File: src/hdl/hs_ls_coupling_map.svh
// Register map and field layout for the high-side / low-side coupling bank
`ifndef HS_LS_COUPLING_MAP_SVH
`define HS_LS_COUPLING_MAP_SVH

// Register addresses
`define CPL_ADDR_HS12 9'h1A6
`define CPL_ADDR_HS34 9'h1A7
`define CPL_ADDR_HS5 9'h1A8

// Per-channel field: seven map bits, then the override bit
`define CPL_FIELD_W 8
`define CPL_OVR_BIT 7
`define CPL_MAP_MSB 6
`define CPL_HI_LSB 8
`define CPL_HI_MSB 15

// Reset values
`define CPL_FIELD_RESET 8'h7F
`define CPL_RESERVED_READ 8'h00
`define CPL_RDATA_RESET 16'h0000

// Forced coupling level while overridden
`define CPL_FORCE_HS12 1'b0
`define CPL_FORCE_HS345 1'b1

// Channels below this index use the low forced level
`define CPL_LOW_FORCE_CHANNELS 2

`endif

File: src/hdl/hs_ls_coupling_pkg.sv
// Types shared by the coupling bank and its combiner
package hs_ls_coupling_pkg;
    // Register address and data
    typedef logic [8:0] reg_addr_t;
    typedef logic [15:0] reg_data_t;
    // One channel field: map plus override
    typedef logic [7:0] cpl_field_t;
    // Bootstrap phase of one high-side channel
    typedef enum logic {BOOT_INIT, BOOT_DONE} boot_state_t;
endpackage

File: src/hdl/hs_ls_coupling_map.sv
// Coupling map registers and per-channel coupling and bootstrap logic
//
// What this block does
// RQ1 - Mapped low-side on drives coupling high
// RQ2 - Register 0x1A6 holds channels one and two
// RQ3 - Register 0x1A7 holds channels three and four
// RQ4 - Register 0x1A8 holds channel five, rest zero
// RQ5 - Software maps low-sides sharing the load
// RQ6 - Override forces channels one, two low
// RQ7 - Override forces channels three to five high
// RQ8 - High coupling ends bootstrap initialization
// RQ9 - Software overrides every unused high-side
// RQ10 - Fields read back, writes ignored when locked
`timescale 1ns/1ps
`include "hs_ls_coupling_map.svh"
module hs_ls_coupling_map
    import hs_ls_coupling_pkg::*;
#(
    parameter int NUM_HS = 5,
    parameter int NUM_LS = 7
) (
    // Clock and reset
    input wire logic CLK_SYS,
    input wire logic NRST,
    // Register access port
    input wire logic [8:0] REG_ADDR,
    input wire logic [15:0] REG_WDATA,
    input wire logic REG_WE,
    input wire logic REG_RE,
    output logic [15:0] REG_RDATA,
    // Device register lock
    input wire logic REG_LOCK,
    // Low-side pre-driver on-states
    input wire logic [NUM_LS-1:0] LS_ON,
    // Per high-side coupling signal
    output logic [NUM_HS-1:0] HIGH_SIDE_COUPLING_SIGNAL,
    // Per high-side bootstrap initialization still running
    output logic [NUM_HS-1:0] BOOT_INIT_ACTIVE
);

    ////////////////////////////////////////////////////////////////////////
    // Storage
    ////////////////////////////////////////////////////////////////////////

    // Map and override per channel
    cpl_field_t field_r [NUM_HS];
    // Registered coupling level
    logic [NUM_HS-1:0] coupling_r;
    // Combinational coupling level
    logic [NUM_HS-1:0] coupling_nxt;
    // Read data register and its next value
    reg_data_t rdata_r;
    reg_data_t rdata_nxt;

    // Writes pass only while unlocked
    wire wr_ok = REG_WE && !REG_LOCK;
    // Address hits
    wire hit_hs12 = (REG_ADDR == `CPL_ADDR_HS12);
    wire hit_hs34 = (REG_ADDR == `CPL_ADDR_HS34);
    wire hit_hs5 = (REG_ADDR == `CPL_ADDR_HS5);

    ////////////////////////////////////////////////////////////////////////
    // Per-channel field, combiner and bootstrap phase
    ////////////////////////////////////////////////////////////////////////

    for (genvar ch = 0; ch < NUM_HS; ch++) begin : g_ch
        // Register holding this channel: two channels per word, channel five alone in the last
        localparam reg_addr_t ADDR = reg_addr_t'(`CPL_ADDR_HS12 + ch / 2);
        // Channels two and four sit in the high byte
        localparam bit HI = (ch % 2) == 1;
        // Pair one and two force low, the rest force high
        localparam logic FORCE =
            (ch < `CPL_LOW_FORCE_CHANNELS) ? `CPL_FORCE_HS12 : `CPL_FORCE_HS345;

        // Write strobe and byte for this channel
        wire field_we = wr_ok && (REG_ADDR == ADDR);
        wire [7:0] field_wdata = HI ? REG_WDATA[`CPL_HI_MSB:`CPL_HI_LSB]
                                    : REG_WDATA[`CPL_FIELD_W-1:0];

        // Bootstrap phase of this high-side channel
        boot_state_t boot_r;

        // RQ2 RQ3 RQ4 field storage
        // RQ10 locked writes dropped
        always_ff @(posedge CLK_SYS or negedge NRST) begin
            if (!NRST) begin
                field_r[ch] <= `CPL_FIELD_RESET;
            end else if (field_we) begin
                field_r[ch] <= field_wdata;
            end
        end

        // RQ1 RQ6 RQ7 combining per channel
        coupling_combiner #(
            .NUM_LS(NUM_LS),
            .FORCE_LEVEL(FORCE)
        ) u_comb (
            .map(field_r[ch][`CPL_MAP_MSB:0]),
            .override(field_r[ch][`CPL_OVR_BIT]),
            .ls_on(LS_ON),
            .coupling(coupling_nxt[ch])
        );

        // RQ8 coupling ends initialization
        // Once left, the phase is not re-entered until reset
        always_ff @(posedge CLK_SYS or negedge NRST) begin
            if (!NRST) begin
                boot_r <= BOOT_INIT;
            end else begin
                case (boot_r)
                    // Waiting for a coupling pulse
                    BOOT_INIT: begin
                        if (coupling_r[ch]) begin
                            boot_r <= BOOT_DONE;
                        end
                    end
                    // Stays done
                    BOOT_DONE: begin
                        boot_r <= BOOT_DONE;
                    end
                    // Safe recovery
                    default: begin
                        boot_r <= BOOT_INIT;
                    end
                endcase
            end
        end

        // Phase status out
        assign BOOT_INIT_ACTIVE[ch] = (boot_r == BOOT_INIT);
    end

    ////////////////////////////////////////////////////////////////////////
    // Coupling output register
    ////////////////////////////////////////////////////////////////////////

    // One flop stage so the output is glitch-free
    always_ff @(posedge CLK_SYS or negedge NRST) begin
        if (!NRST) begin
            coupling_r <= '0;
        end else begin
            coupling_r <= coupling_nxt;
        end
    end

    assign HIGH_SIDE_COUPLING_SIGNAL = coupling_r;

    ////////////////////////////////////////////////////////////////////////
    // Read path
    ////////////////////////////////////////////////////////////////////////

    // RQ10 read back; RQ4 reserved byte zero
    // Unmapped addresses read zero
    assign rdata_nxt = hit_hs12 ? {field_r[1], field_r[0]} :
                       hit_hs34 ? {field_r[3], field_r[2]} :
                       hit_hs5 ? {`CPL_RESERVED_READ, field_r[4]} :
                       `CPL_RDATA_RESET;

    // Read data held until the next read
    always_ff @(posedge CLK_SYS or negedge NRST) begin
        if (!NRST) begin
            rdata_r <= `CPL_RDATA_RESET;
        end else if (REG_RE) begin
            rdata_r <= rdata_nxt;
        end
    end

    assign REG_RDATA = rdata_r;
endmodule // hs_ls_coupling_map

File: src/hdl/coupling_combiner.sv
// Combines low-side on-states into one high-side coupling level
`timescale 1ns/1ps
module coupling_combiner
    import hs_ls_coupling_pkg::*;
#(
    parameter int NUM_LS = 7,
    parameter logic FORCE_LEVEL = 1'b1
) (
    // Configuration
    input wire logic [NUM_LS-1:0] map,
    input wire logic override,
    // Low-side on-states
    input wire logic [NUM_LS-1:0] ls_on,
    // Result
    output logic coupling
);
    // Any mapped low-side driver that is on
    wire any_mapped_on = |(map & ls_on);

    // Override wins over the low-side activity
    assign coupling = override ? FORCE_LEVEL : any_mapped_on;
endmodule // coupling_combiner

File: config.mk
export PLATFORM = sky130hd
export DESIGN_NAME = hs_ls_coupling_map
export DESIGN_NICKNAME = d
export VERILOG_FILES = /design/src/hdl/hs_ls_coupling_pkg.sv /design/src/hdl/hs_ls_coupling_map.sv /design/src/hdl/coupling_combiner.sv
export VERILOG_INCLUDE_DIRS = /design/src /design/src/hdl
export SDC_FILE = /design/constraint.sdc
export NUM_CORES = 1
export LEC_CHECK = 0
export ABC_AREA = 1
export BUFFER_PORTS_ARGS = -buffer_cell sky130_fd_sc_hd__buf_2
export CAP_MARGIN = 20
export CORE_UTILIZATION = 46
export CTS_BUF_LIST = sky130_fd_sc_hd__clkbuf_8
export DETAILED_ROUTE_END_ITERATION = 8
export PLACE_DENSITY = 0.76
export SLEW_MARGIN = 20
export SYNTH_ARGS = -nofsm -noshare
export SYNTH_HDL_FRONTEND = slang
export SYNTH_HIERARCHICAL = 1
export SYNTH_SLANG_ARGS = --single-unit
File: constraint.sdc
create_clock -name CLK_SYS -period 2.1 [get_ports CLK_SYS]
set_input_delay 0.105 -clock CLK_SYS [delete_from_list [all_inputs] [get_ports CLK_SYS]]
set_output_delay 0.105 -clock CLK_SYS [all_outputs]
set_load 0.01 [all_outputs]
==> flow_summary.toml, run 1 <==
[outcome]
status = "completed"

[clock_network]
insertion_delay_ns = 0.35
clock-root-buffer = "clkbuf_8"
cts.path.max_buffers = 2
ctsHtreeMaxLevel = 3
clk_pin_slew_ns = 0.07
numCtsBuffers = 9
cts_tree = "built"
clock-sinks = 66

[routing]
firstDrtPassIters = 5
vias_per_cell = 4.95
drt-total-wl_um = 7640
drc = 0
wl_per_cell_um = 13.4
drtIter0Drc = 207
via_count = 2824
antenna_violating_nets_post_route = 0

[die]
core_um2 = 6940
fp.dieArea_um2 = 7730
rows = 30
start_util = 0.489
die_w_um = 87.9
io_pins = 63
die_height_um = 87.9

[sta]
rsz0062_at_grt = "no"
maxSlewViolCount = 0
finalSetupTns_ns = 0
worst_slack_ns = 0.957
hold_viol = 0
min_period_over_period = 0.544
fin_skew_ns = 0.00760
maxSlewHeadroom = 0.587
worst_pin_slew_ns = 0.619
fin_crit_ns = 1.14
fmax_mhz = 875
setup_viol = 0

[hold_path]
hp-class = "in -> reg"

[pwr]
p_per_area_nw_per_um2 = 641
ir_drop_v = 0.000268
total_power_mw = 2.57
p_leak_nw = 2.08

[finish]
layout.nets = 507
area_delta_synth_final_pct = 18.2
insertedDiodeCount = 0
fin_util = 0.578
drive_above_1_share = 0.364

[setup_path]
cp_slowest_cell = "nand3_4"
cpMostUsedCell = "nand2_1"
crit_path_start_kind = "input pin"
cp.required_ns = 2.33
path_cells = "buf_2 > inv_1 > nand2_1 > nor2_8 > nand3_4 > nand2_1 > o21ai_2"
cpPeakStageDelay_ns = 0.40
arrival_ns = 1.38
worst_setup_path_end_kind = "register"
cp_max_fo = 32
critical_path_class = "in -> reg"

[placed_design]
dp_slack_ns = 0.598
io_buffers = 62
place_hpwl_um = 5530
gp_congestion = 0.855

[logic_synthesis]
synth_edf_count = 0
syn_area_per_cell_um2 = 8.56
ys_ff_latch = 66
syn_inst = 397
netlist_area_um2 = 3400
ys_async_sr_fraction = 1.00
yosysMostFrequentCell = "nand2_1"
synth_area_leader_cell = "dfstp_2"
seq_area_frac_synth = 0.499
syn_nets = 434
synth-main-ff-cell = "dfstp_2"
synthTopCellsByCount = "138 x nand2_1, 42 x inv_1, 38 x nand3_1"
synth_cell_types = 26
synth_area_leaders = "dfstp_2 27%, dfrtp_1 23%, nand2_1 15%"
synth_top_cell_area_share = 0.271
yosysWarnings = 6

[grt]
grt_pass1_vias = 2759
antenna_found_initial = 0
overflow = 0
grtUsageTotal = 0.224
grt_first_pass_wirelength_um = 12800
grt_max_degree = 41

[job]
max_cap_viol_count = 0
-- through the flow --
| step | std cells | hold WS (ns) | cell area (um^2) |
|---|---|---|---|
| 6_report | 571 | 0.00875 | 4020 |
| 5_1_grt | 571 | 0.00837 | 4020 |
| 4_1_cts | 571 | 0.000497 | 4020 |
| 3_5_place_dp | 546 | 0.153 | 3750 |
| 3_3_place_gp | 546 | 0.149 | 3750 |
| 2_1_floorplan | 397 | -0.191 | 3400 |
-- routing by layer --
layer	routed length [um]	GRT usage	part of all wire
met5	0	0	0
met4	201	0.115	0.026
met3	460	0.0528	0.060
met2	3570	0.344	0.47
met1	3400	0.294	0.45
-- logic make-up after synthesis --
kind of cell	count (synthesis)	share of synthesized area
and+or+nand+nor	225	0.309
buffers and inverters	56	0.0810
DFF	66	0.499
AOI/OAI and AO/OA	50	0.111
-- where the power goes --
part           switching (mW)  internal [mW]  leakage, nW
Clock                   0.467          0.478        0.101
Sequential             0.0247           1.33        0.760
Combinational           0.164          0.111         1.22
-- worst max-delay path: cells and delay by family --
| family | cells | cell delay (ns) |
|---|---|---|
| buffers and inverters | 2 | 0.17 |
| AO/OA/AOI/OAI | 1 | 0.06 |
| AND/OR/NAND/NOR | 4 | 1.02 |
-- cell usage in the layout (no fill, tap or decap), drive strengths merged --
cell         count
a21oi           10
and2b            2
buf             65
clkbuf          11
clkinv           3
dfrtp           31
dfstp           35
dlygate4sd3      9
inv             46
nand2          143
nand3           43
nand4            1
nor2            25
nor2b            6
o21ai           40
or2              5
-- sequential cells by signal, indices dropped and copies added (netlist names) --
signal	cells
REG_RDATA	16
g_ch.boot_r	5
HIGH_SIDE_COUPLING_SIGNAL	5
field_r	40
-- repair_timing --
item                      4_1_cts  5_1_grt
hold endpoints to repair       28        0
hold buffers                    9        0
resized for setup               0        0
buffers inserted                0        0
-- final cells by class --
type                    instances  area, um^2
clock buffers                  11         151
clock inverters                 5        22.5
fillers                       650        2930
inverters                      44         165
multi-input cells             275        1430
flip-flops and latches         66        1700
well taps                      96         120
repair buffers                 74         435
-- path summary, 6_finish.rpt --
check | depth (start not counted) | slack, ns | endpoint | startpoint
setup / recovery | 7 | 0.96 | field_r[15]$_DFFE_PN0P_ | REG_ADDR[3]
hold / removal | 3 | 0.009 | field_r[9]$_DFFE_PN1P_ | REG_WDATA[9]
setup reg to reg | 4 | 1.13 | REG_RDATA[1]$_DFFE_PN0P_ | field_r[33]$_DFFE_PN1P_
hold reg to reg | 1 | 0.45 | g_ch[3].boot_r$_DFF_PN0_ | HIGH_SIDE_COUPLING_SIGNAL[3]$_DFF_PN0_
max in group asynchronous | 3 | 1.11 | field_r[25]$_DFFE_PN1P_ | NRST
min in group asynchronous | 2 | 0.30 | g_ch[1].boot_r$_DFF_PN0_ | NRST
Power figures use the tool's default switching activity.
==> inputs of run 2 (changes only) <==
==> constraint.sdc (replaced) <==
create_clock -name CLK_SYS -period 1.1 [get_ports CLK_SYS]
set_input_delay 0.055 -clock CLK_SYS [delete_from_list [all_inputs] [get_ports CLK_SYS]]
set_output_delay 0.055 -clock CLK_SYS [all_outputs]
set_load 0.01 [all_outputs]
==> flow_summary.toml, run 2 (synthesis gave the netlist of run 1 again) <==
[outcome]
status = "completed"

[clock_network]
clock-root-buffer = "clkbuf_8"
ctsHtreeMaxLevel = 3
cts.path.max_buffers = 2
insertion_delay_ns = 0.35
clock-sinks = 66
clk_pin_slew_ns = 0.07
numCtsBuffers = 9
cts_tree = "built"

[pwr]
p_sw_frac = 0.241
p_sw_mw = 1.27
p_seq_frac = 0.490
p_leak_nw = 2.21
power_frac_comb = 0.109
ir_drop_v = 0.000618
pwr-share-clk = 0.400
total_power_mw = 5.27
p_per_area_nw_per_um2 = 1220
p_int_mw = 4.00

[setup_path]
worst_setup_path_end_kind = "primary output"
critical_path.n_buffers_inverters = 1
cpPeakStageDelay_ns = 0.41
arrival_ns = 0.91
crit_family = "flip-flops"
cp.required_ns = 1.04
path_cells = "buf_2"
critical_path_class = "reg -> out"
crit_path_start_kind = "register"
cp_max_fo = 2
cp_slowest_cell = "dfrtp_1"

[grt]
antenna_found_initial = 0
grt_max_degree = 67
grt_pass1_vias = 2834
grt_first_pass_wirelength_um = 13400
grtUsageTotal = 0.233
overflow = 0

[placed_design]
place_inst = 558
place_area_um2 = 3930
gp_congestion = 0.866
dp_slack_ns = -0.0719
io_buffers = 62
place_hpwl_um = 5630

[sta]
worst_pin_slew_ns = 0.342
min_period_over_period = 0.879
worst_slack_ns = 0.133
hold_viol = 0
setup_viol = 0
rsz0062_at_grt = "no"
fmax_mhz = 1030
fin_crit_ns = 0.967
maxSlewViolCount = 0
maxSlewHeadroom = 0.772
fin_skew_ns = 0.0124

[finish]
fin_util = 0.620
insertedDiodeCount = 0
drive_above_1_share = 0.374
largest_register = "field_r"
final_cell_mix = "138 x nand2_1, 62 x buf_2, 44 x inv_1"
area_delta_synth_final_pct = 26.8
final_common_cell = "nand2_1"
design_area_um2 = 4310
fillers = 591
largest_register_ffs = 40
stdcell_count = 591
layout.nets = 527

[die]
io_pins = 63
rows = 30
fp.dieArea_um2 = 7730
die_height_um = 87.9
start_util = 0.489
die_w_um = 87.9
core_um2 = 6940

[routing]
drc = 0
firstDrtPassIters = 4
drt-total-wl_um = 8060
vias_per_cell = 4.87
wl_per_cell_um = 13.6
via_count = 2878
drtIter0Drc = 133
antenna_violating_nets_post_route = 0

[job]
max_cap_viol_count = 0

[hold_path]
hp-class = "in -> reg"
-- run 2: changes by cell type in the layout (fill, tap and decap cells not counted), sizes merged --
cell,change
buf,+12
dlygate4sd3,+8
clkinv,-2
bufinv,+1
clkbuf,+1
-- run 2: repair_timing --
item                                   4_1_cts  5_1_grt
hold buffers                                17        0
setup buffers                                0        0
resized for setup                            0        0
endpoints found under the hold margin       67        0
-- run 2: worst paths after layout --
| path | endpoint | slack, ns | startpoint | cells past startpoint |
|---|---|---|---|---|
| max | REG_RDATA[1] | 0.13 | REG_RDATA[1]$_DFFE_PN0P_ | 1 |
| min in group asynchronous | REG_RDATA[15]$_DFFE_PN0P_ | 0.24 | NRST | 3 |
| min | REG_RDATA[15]$_DFFE_PN0P_ | 0.009 | REG_RE | 3 |
| min reg2reg | g_ch[4].boot_r$_DFF_PN0_ | 0.45 | HIGH_SIDE_COUPLING_SIGNAL[4]$_DFF_PN0_ | 1 |
| max reg2reg | HIGH_SIDE_COUPLING_SIGNAL[1]$_DFF_PN0_ | 0.17 | field_r[27]$_DFFE_PN1P_ | 4 |
| max in group asynchronous | field_r[20]$_DFFE_PN1P_ | 0.53 | NRST | 3 |
-- run 2: area by class of cell --
cell class                 instances  area, um^2  area share
sequential                        66        1700       0.394
multi-input combinational        275        1430       0.331
timing repair buffer              94         693       0.161
clock buffer                      12         165      0.0383
inverter                          44         165      0.0383
tap                               96         120      0.0279
clock inverter                     4        42.5     0.00988
-- run 2: metal layers --
metal | up-vias | global-route usage | wire length, um
met2 | 97 | 0.390 | 3860
met5 | - | 0 | 0
met3 | 16 | 0.0377 | 463
met4 | 0 | 0.106 | 160
li1 | 1439 | - | -
met1 | 1326 | 0.296 | 3580
-- run 2: power by group through the flow --
| stage | Sequential [mW] | Combinational, mW | Clock [mW] |
|---|---|---|---|
| global placement | 2.62 | 0.525 | 0 |
| floorplan | 2.63 | 0.237 | 0 |
| detailed placement | 2.63 | 0.536 | 0 |
| global route | 2.60 | 0.642 | 2.27 |
| CTS | 2.59 | 0.584 | 2.14 |
| finish | 2.59 | 0.577 | 2.11 |
-- run 2: metrics by stage --
stage,setup TNS (ns),hold slack [ns]
after detailed placement,-0.436,0.0927
after CTS,0,0.0121
after floorplan,0,-0.241
final,0,0.00896
after global routing,0,0.0298
after global placement,-0.0534,0.0955
